--- config.mk ---
export PLATFORM = sky130hd
export DESIGN_NAME = mpu_motion_profile
export DESIGN_NICKNAME = d
export VERILOG_FILES = /design/src/verilog/mpu_motion_profile.v /design/src/verilog/mpu_offset_add.v
export VERILOG_INCLUDE_DIRS = /design/src /design/src/verilog
export SDC_FILE = /design/constraint.sdc
export NUM_CORES = 1
export LEC_CHECK = 0
export BUFFER_PORTS_ARGS = -buffer_cell sky130_fd_sc_hd__buf_2
export CORE_ASPECT_RATIO = 0.8
export CORE_MARGIN = 4
export CORE_UTILIZATION = 47
export DETAILED_ROUTE_END_ITERATION = 8
export MAX_ROUTING_LAYER = met4
export PLACE_DENSITY = 0.65
export SYNTH_ARGS = -nofsm -noshare
export SYNTH_HDL_FRONTEND = slang
export SYNTH_SLANG_ARGS = --single-unit
--- constraint.sdc ---
create_clock -name clk_sys_in -period 7.9 [get_ports clk_sys_in]
set_input_delay 0.395 -clock clk_sys_in [delete_from_list [all_inputs] [get_ports clk_sys_in]]
set_output_delay 0.395 -clock clk_sys_in [all_outputs]
set_load 0.02 [all_outputs]
--- src/verilog/mpu_regs.vh ---
// Object indices, sub-indices, field positions, reset values and mode codes of the motion profile block
`ifndef MPU_REGS_VH
`define MPU_REGS_VH
`define MPU_IDX_JERK          16'h60a4
`define MPU_IDX_POS_UNIT      16'h60a8
`define MPU_IDX_VEL_UNIT      16'h60a9
`define MPU_IDX_POS_OFS       16'h60b0
`define MPU_IDX_VEL_OFS       16'h60b1
`define MPU_IDX_TRQ_OFS       16'h60b2
`define MPU_SUB_COUNT         8'h00
`define MPU_SUB_ACC_START     8'h01
`define MPU_SUB_DEC_START     8'h02
`define MPU_SUB_ACC_END       8'h03
`define MPU_SUB_DEC_END       8'h04
`define MPU_RST_JERK_COUNT    8'h04
`define MPU_RST_JERK          32'h000003e8
`define MPU_RST_POS_UNIT      32'hff410000
`define MPU_RST_VEL_UNIT      32'h00b44700
`define MPU_RST_OFS32         32'h00000000
`define MPU_RST_OFS16         16'h0000
`define MPU_POS_UNIT_MASK     32'hffff0000
`define MPU_VEL_UNIT_MASK     32'hffffff00
`define MPU_UNIT_EXP_MSB      31
`define MPU_UNIT_EXP_LSB      24
`define MPU_UNIT_POS_MSB      23
`define MPU_UNIT_POS_LSB      16
`define MPU_UNIT_TIME_MSB     15
`define MPU_UNIT_TIME_LSB     8
`define MPU_MODE_CSP          8'h08
`define MPU_MODE_CSV          8'h09
`define MPU_MODE_CST          8'h0a
`define MPU_MODE_CLKDIR       8'hff
`define MPU_PH_ACC_START      2'h0
`define MPU_PH_DEC_START      2'h1
`define MPU_PH_ACC_END        2'h2
`define MPU_PH_DEC_END        2'h3
`endif
--- src/verilog/mpu_motion_profile.v ---
// Object dictionary entries for jerk limits, units and set-value offsets of the motion profile
`include "mpu_regs.vh"
module mpu_motion_profile (
    // Clock and reset
    input  wire        clk_sys_in,
    input  wire        arst_n_in,
    // Object dictionary access
    input  wire        od_wr_in,
    input  wire        od_rd_in,
    input  wire [15:0] od_index_in,
    input  wire [7:0]  od_sub_in,
    input  wire [31:0] od_wdata_in,
    output reg  [31:0] od_rdata_out,
    output reg         od_ack_out,
    output reg         od_err_out,
    // Operating mode and ramp phase
    input  wire [7:0]  op_mode_in,
    input  wire [1:0]  ramp_phase_in,
    // Raw set values
    input  wire [31:0] pos_set_in,
    input  wire [31:0] vel_set_in,
    input  wire [15:0] trq_set_in,
    // Conditioned set values
    output reg  [31:0] pos_cmd_out,
    output reg  [31:0] vel_cmd_out,
    output reg  [15:0] trq_cmd_out,
    // Jerk for the active ramp phase
    output reg  [31:0] jerk_limit_out,
    output reg         jerk_limited_out,
    // Unit fields for downstream scaling
    output reg  [7:0]  pos_unit_code_out,
    output reg  [7:0]  pos_unit_exp_out,
    output reg  [7:0]  vel_pos_code_out,
    output reg  [7:0]  vel_time_code_out,
    output reg  [7:0]  vel_unit_exp_out
);
    // Entry count doubles as the number of jerk words held
    localparam integer JERK_N = `MPU_RST_JERK_COUNT;
    localparam integer JW     = 32;

    wire [JERK_N*JW-1:0] jerk_all;
    wire                 jerk_wr;

    reg  [31:0] pos_unit_q;
    reg  [31:0] vel_unit_q;
    reg  [31:0] pos_ofs_q;
    reg  [31:0] vel_ofs_q;
    reg  [15:0] trq_ofs_q;

    reg  [31:0] rdata_d;
    reg         hit_d;
    reg         ro_d;
    reg  [31:0] jerk_d;
    wire        mode_csp;
    wire        mode_csv;
    wire        mode_cst;
    wire        mode_cd;
    wire        pos_en;
    wire        vel_en;
    wire        trq_en;
    wire [31:0] pos_sum;
    wire [31:0] vel_sum;
    wire [15:0] trq_sum;

    // Object decode; writes to read-only or unknown entries are refused
    always @* begin
        rdata_d = 32'h00000000;
        hit_d   = 1'b1;
        ro_d    = 1'b0;
        case (od_index_in)
            `MPU_IDX_JERK: begin
                case (od_sub_in)
                    `MPU_SUB_COUNT: begin
                        rdata_d = {24'h000000, `MPU_RST_JERK_COUNT};
                        ro_d    = 1'b1;
                    end
                    `MPU_SUB_ACC_START: rdata_d = jerk_all[`MPU_PH_ACC_START*JW +: JW];
                    `MPU_SUB_DEC_START: rdata_d = jerk_all[`MPU_PH_DEC_START*JW +: JW];
                    `MPU_SUB_ACC_END:   rdata_d = jerk_all[`MPU_PH_ACC_END*JW +: JW];
                    `MPU_SUB_DEC_END:   rdata_d = jerk_all[`MPU_PH_DEC_END*JW +: JW];
                    default:            hit_d   = 1'b0;
                endcase
            end
            `MPU_IDX_POS_UNIT: rdata_d = pos_unit_q;
            `MPU_IDX_VEL_UNIT: rdata_d = vel_unit_q;
            `MPU_IDX_POS_OFS:  rdata_d = pos_ofs_q;
            `MPU_IDX_VEL_OFS:  rdata_d = vel_ofs_q;
            `MPU_IDX_TRQ_OFS:  rdata_d = {16'h0000, trq_ofs_q};
            default:           hit_d   = 1'b0;
        endcase
    end

    always @(posedge clk_sys_in or negedge arst_n_in) begin
        if (!arst_n_in) begin
            pos_unit_q       <= `MPU_RST_POS_UNIT;
            vel_unit_q       <= `MPU_RST_VEL_UNIT;
            pos_ofs_q        <= `MPU_RST_OFS32;
            vel_ofs_q        <= `MPU_RST_OFS32;
            trq_ofs_q        <= `MPU_RST_OFS16;
            od_rdata_out     <= 32'h00000000;
            od_ack_out       <= 1'b0;
            od_err_out       <= 1'b0;
        end else begin
            od_ack_out <= od_wr_in | od_rd_in;
            od_err_out <= (od_wr_in | od_rd_in) & (~hit_d | (od_wr_in & ro_d));
            if (od_rd_in && hit_d) begin
                od_rdata_out <= rdata_d;
            end
            if (od_wr_in && hit_d && !ro_d) begin
                case (od_index_in)
                    // Jerk words are written in their own per-entry loop
                    // Reserved low bits are forced to zero on write
                    `MPU_IDX_POS_UNIT: pos_unit_q <= od_wdata_in & `MPU_POS_UNIT_MASK;
                    `MPU_IDX_VEL_UNIT: vel_unit_q <= od_wdata_in & `MPU_VEL_UNIT_MASK;
                    `MPU_IDX_POS_OFS:  pos_ofs_q  <= od_wdata_in;
                    `MPU_IDX_VEL_OFS:  vel_ofs_q  <= od_wdata_in;
                    `MPU_IDX_TRQ_OFS:  trq_ofs_q  <= od_wdata_in[15:0];
                    default: ;
                endcase
            end
        end
    end

    // One word per ramp segment; sub-index n feeds segment n-1
    assign jerk_wr = od_wr_in & (od_index_in == `MPU_IDX_JERK);

    genvar g;
    generate
        for (g = 0; g < JERK_N; g = g + 1) begin : g_jerk
            reg  [JW-1:0] val_q;
            wire          we;

            assign we = jerk_wr & ({24'h000000, od_sub_in} == g + `MPU_SUB_ACC_START);
            always @(posedge clk_sys_in or negedge arst_n_in) begin
                if (!arst_n_in) begin
                    val_q <= `MPU_RST_JERK;
                end else if (we) begin
                    // Any value is stored; zero later reads as no limit
                    val_q <= od_wdata_in;
                end
            end
            assign jerk_all[g*JW +: JW] = val_q;
        end
    endgenerate

    // Jerk selection by ramp phase
    // Phase codes double as word positions in jerk_all
    always @* begin
        case (ramp_phase_in)
            `MPU_PH_ACC_START: jerk_d = jerk_all[`MPU_PH_ACC_START*JW +: JW];
            `MPU_PH_DEC_START: jerk_d = jerk_all[`MPU_PH_DEC_START*JW +: JW];
            `MPU_PH_ACC_END:   jerk_d = jerk_all[`MPU_PH_ACC_END*JW +: JW];
            `MPU_PH_DEC_END:   jerk_d = jerk_all[`MPU_PH_DEC_END*JW +: JW];
            default:           jerk_d = jerk_all[`MPU_PH_ACC_START*JW +: JW];
        endcase
    end

    assign mode_csp = (op_mode_in == `MPU_MODE_CSP);
    assign mode_csv = (op_mode_in == `MPU_MODE_CSV);
    assign mode_cst = (op_mode_in == `MPU_MODE_CST);
    assign mode_cd  = (op_mode_in == `MPU_MODE_CLKDIR);
    assign pos_en   = mode_csp;
    assign vel_en   = mode_csp | mode_csv | mode_cd;
    assign trq_en   = mode_csp | mode_cst | mode_cd;

    mpu_offset_add #(.WIDTH(32)) u_pos_add (
        .set_in  (pos_set_in),
        .ofs_in  (pos_ofs_q),
        .en_in   (pos_en),
        .sum_out (pos_sum)
    );
    mpu_offset_add #(.WIDTH(32)) u_vel_add (
        .set_in  (vel_set_in),
        .ofs_in  (vel_ofs_q),
        .en_in   (vel_en),
        .sum_out (vel_sum)
    );
    mpu_offset_add #(.WIDTH(16)) u_trq_add (
        .set_in  (trq_set_in),
        .ofs_in  (trq_ofs_q),
        .en_in   (trq_en),
        .sum_out (trq_sum)
    );

    // Outputs registered: one cycle latency from set value and mode
    always @(posedge clk_sys_in or negedge arst_n_in) begin
        if (!arst_n_in) begin
            pos_cmd_out       <= 32'h00000000;
            vel_cmd_out       <= 32'h00000000;
            trq_cmd_out       <= 16'h0000;
            jerk_limit_out    <= `MPU_RST_JERK;
            jerk_limited_out  <= 1'b1;
            pos_unit_code_out <= 8'h00;
            pos_unit_exp_out  <= 8'h00;
            vel_pos_code_out  <= 8'h00;
            vel_time_code_out <= 8'h00;
            vel_unit_exp_out  <= 8'h00;
        end else begin
            pos_cmd_out       <= pos_sum;
            vel_cmd_out       <= vel_sum;
            trq_cmd_out       <= trq_sum;
            jerk_limit_out    <= jerk_d;
            // Zero selects an unlimited ramp segment
            jerk_limited_out  <= (jerk_d != 32'h00000000);
            pos_unit_code_out <= pos_unit_q[`MPU_UNIT_POS_MSB:`MPU_UNIT_POS_LSB];
            pos_unit_exp_out  <= pos_unit_q[`MPU_UNIT_EXP_MSB:`MPU_UNIT_EXP_LSB];
            vel_pos_code_out  <= vel_unit_q[`MPU_UNIT_POS_MSB:`MPU_UNIT_POS_LSB];
            vel_time_code_out <= vel_unit_q[`MPU_UNIT_TIME_MSB:`MPU_UNIT_TIME_LSB];
            vel_unit_exp_out  <= vel_unit_q[`MPU_UNIT_EXP_MSB:`MPU_UNIT_EXP_LSB];
        end
    end
endmodule

--- src/verilog/mpu_offset_add.v ---
// Saturating signed adder that applies one offset to one set value when enabled
module mpu_offset_add #(
    parameter WIDTH = 32
) (
    // Operands
    input  wire signed [WIDTH-1:0] set_in,
    input  wire signed [WIDTH-1:0] ofs_in,
    input  wire                    en_in,
    // Result
    output wire signed [WIDTH-1:0] sum_out
);
    wire signed [WIDTH:0] wide_sum;
    wire                  ovf;
    wire [WIDTH-1:0]      sat_val;

    assign wide_sum = {set_in[WIDTH-1], set_in} + {ofs_in[WIDTH-1], ofs_in};
    // Clamp rather than wrap: a wrapped set value would reverse the motor
    assign ovf      = wide_sum[WIDTH] ^ wide_sum[WIDTH-1];
    assign sat_val  = {wide_sum[WIDTH], {(WIDTH-1){~wide_sum[WIDTH]}}};
    assign sum_out  = en_in ? (ovf ? sat_val : wide_sum[WIDTH-1:0]) : set_in;
endmodule

==> results.yml <==
grt:
  grt_pass1_vias: 16800
  grt-ovfl-total: 0
  grt.total_usage_pct: 27.0
  antenna_found_initial: 4
  grt_pass1_wl_um: 103000
  grt_max_degree: 174
cts:
  post_cts_buffers: 0
  clockBufferDepth: 3
  clock-sinks: 435
  cts_inserted_buffers: 45
  clk_pin_slew_ns: 0.07
  cts_tree: "yes"
  htreeDepth: 2
  insertion_delay_ns: 0.58
  cts_root_buffer: "clkbuf_16"
timing:
  holdWs_ns: 0.0465
  worst_clock_skew_ns: 0.0218
  relSlewSlack_pct: 9.22
  tightest_slew_ns: 1.35
  fmax_mhz: 247
  final-setup-viol-count: 0
  tns_ns: 0
  min_period_ns: 4.04
  hold_violations: 0
  rsz0062_at_grt: "no"
  fin_crit_sh_pct: 51.2
  maxSlewViolCount: 0
power:
  powerDensity_mw_per_mm2: 186
  leakage_nw: 13.0
  ir_worst_vdd_mv: 0.179
run:
  maxCapViolations: 0
routing:
  wl_um: 68700
  drc: 0
  detail-route-antenna-nets: 0
  drtIter0Drc: 1660
  via_per_inst: 5.95
  wl_per_cell_um: 23.6
  dr.pass1.iters: 7
  dr_total_vias: 17300
floorplanning:
  dieHeight_um: 202
  die_x_um: 251
  io-pin-count: 337
  std_cell_rows: 70
  die-area_mm2: 0.0508
  core_area_mm2: 0.0462
  start_util_pct: 48.0
logic_synthesis:
  synthFlopType: "dfrtp_1"
  synth_edf_count: 0
  postSynth.asyncResetShare_pct: 100
  syn_inst: 1951
  synth-seq-area-share_pct: 49.3
  avgSynthCellArea_um2: 11.4
  syn_nets: 2184
  yosysUniqueCellTypes: 91
  ys_warn_count: 0
  synth_area_mm2: 0.0222
  ys_ff_latch: 435
cells_and_area:
  final_common_cell: "dfrtp_1"
  multiInputGateArea_mm2: 0.0107
  final_cell_mix: "386 x dfrtp_1, 335 x buf_2, 248 x mux2_2, 194 x nand2_1, 148 x nor2_1"
  ff_latch_area_mm2: 0.0109
  final_nets: 2490
  layout-drive-gt1-share_pct: 35.2
  area_growth_pct: 17.0
  fillCellCount: 4010
worst_setup_path:
  crit_path_end_kind: "register"
  crit_fanout: 31
  crit_arrival_ns: 4.45
  worst_setup_path_start_kind: "register"
  cp_data_required_time_ns: 8.31
  setup.worst_path.class: "reg2reg"
  r2r_start: "pos_ofs_q[0]"
  cp-startpoint: "pos_ofs_q[0]"
placement:
  port_buffers: 336
  post-dp-hpwl_um: 49700
  place_congestion: 0.960
min_path:
  worstHoldStart: "pos_set_in[25]"
  hold_class: "in2reg"
outcome:
  status: "finished clean"
## worst paths after layout
path	end	slack, ns	cells after the start
setup / recovery	pos_cmd_out[0]	3.86	14
hold / removal	pos_cmd_out[25]	0.05	3
setup reg to reg	pos_cmd_out[0]	3.86	14
hold reg to reg	vel_unit_exp_out[1]	0.39	0
max in group asynchronous	g_jerk[3].val_q[27]	5.98	3
min in group asynchronous	vel_cmd_out[4]	0.49	2
## worst max-delay path, stage by stage (launching register included)
cell       delay [ns]
dfrtp_1          0.38
ha_1             0.24
inv_1            0.07
fa_1             0.39
nand2b_1         0.19
a21oi_1          0.30
o2111ai_1        0.29
a21oi_1          0.36
o21ai_0          0.27
a21oi_1          0.22
nor2_1           0.08
a21oi_1          0.21
o21ai_1          0.10
buf_4            0.27
o21ai_0          0.49
## kinds of logic (layout without fill, tap and decap cells)
group	Yosys count	count (layout)	synth area share [%]
flops	435	435	49.3
xor+xnor	54	54	2.13
fa+ha+maj	83	83	4.78
mux	299	299	16.7
buf+inv	121	464	2.46
other cells	0	4	0
compound gates	472	472	14.7
simple gates	487	487	9.97
## Yosys cell counts (all sizes together), types with 8 or more instances
master	count	share of area, %
a21boi	13	0.46
inv	26	0.44
a21o	30	1.0
a211oi	20	0.68
nand4	12	0.34
o22a	23	0.91
clkbuf	48	0.81
o21ai	111	2.5
mux4	32	3.2
a222oi	49	2.2
nor4	12	0.37
xor2	19	0.75
mux2	248	13
nand2	200	3.4
nand2b	21	0.59
dfstp	49	5.8
xnor2	35	1.4
nor2	152	2.6
nor3	18	0.45
a22o	11	0.43
or3	8	0.23
and3	9	0.25
nor2b	9	0.25
buf	47	1.2
dfrtp	386	43
nand3	17	0.43
o22ai	9	0.25
mux2i	19	0.87
ha	80	4.5
o21a	17	0.57
o21bai	10	0.34
a21oi	123	3.0
## power breakdown
| group | switching [mW] | leakage, nW | total [mW] | internal (mW) |
|---|---|---|---|---|
| sequential | 0.00773 | 5.71 | 2.26 | 2.25 |
| combinational | 0.229 | 6.54 | 0.340 | 0.111 |
| clock | 0.926 | 0.769 | 2.24 | 1.31 |
| total | 1.16 | 13.0 | 4.84 | 3.67 |
## per-stage QoR
stage	instance area, µm²	power, mW	cells	util (%)	setup slack (ns)
after floorplan	22200	2.46	1951	-	4.84
after global placement	24400	2.64	2821	52.8	3.94
after global routing	26000	5.00	2910	56.2	3.61
after detailed placement	24400	2.64	2821	52.8	3.95
final	26000	4.84	2910	56.2	3.86
after CTS	26000	4.88	2906	56.2	4.00
## layout make-up
cell class / instances / area share, %
sequential: 435 / 42.1
multi-input combinational: 1395 / 41.4
timing repair buffer: 354 / 7.14
clock buffer: 67 / 5.15
tap: 612 / 2.95
clock inverter: 17 / 0.838
inverter: 26 / 0.376
antenna: 4 / 0.0385
## routing by layer
layer	up-vias	GRT usage (%)	part of all wire (%)
met5	-	-	0
met4	0	7.68	2.7
met3	105	3.96	6.7
met2	657	41.2	46
met1	8730	37.8	44
li1	7832	-	-
## repair_timing
action                    CTS  global route
hold endpoints to repair  106             0
gates resized for setup     0             0
hold buffers                1             0
## state kept, by name, indices dropped and copies added, names as in the netlist, 16 cells and up
register / count
pos_cmd_out: 32
pos_unit_q: 16
od_rdata_out: 32
jerk_limit_out: 32
g_jerk.val_q: 128
vel_ofs_q: 32
trq_cmd_out: 16
pos_ofs_q: 32
vel_unit_q: 24
trq_ofs_q: 16
vel_cmd_out: 32
Note: power is estimated with default switching activity, not from simulation.
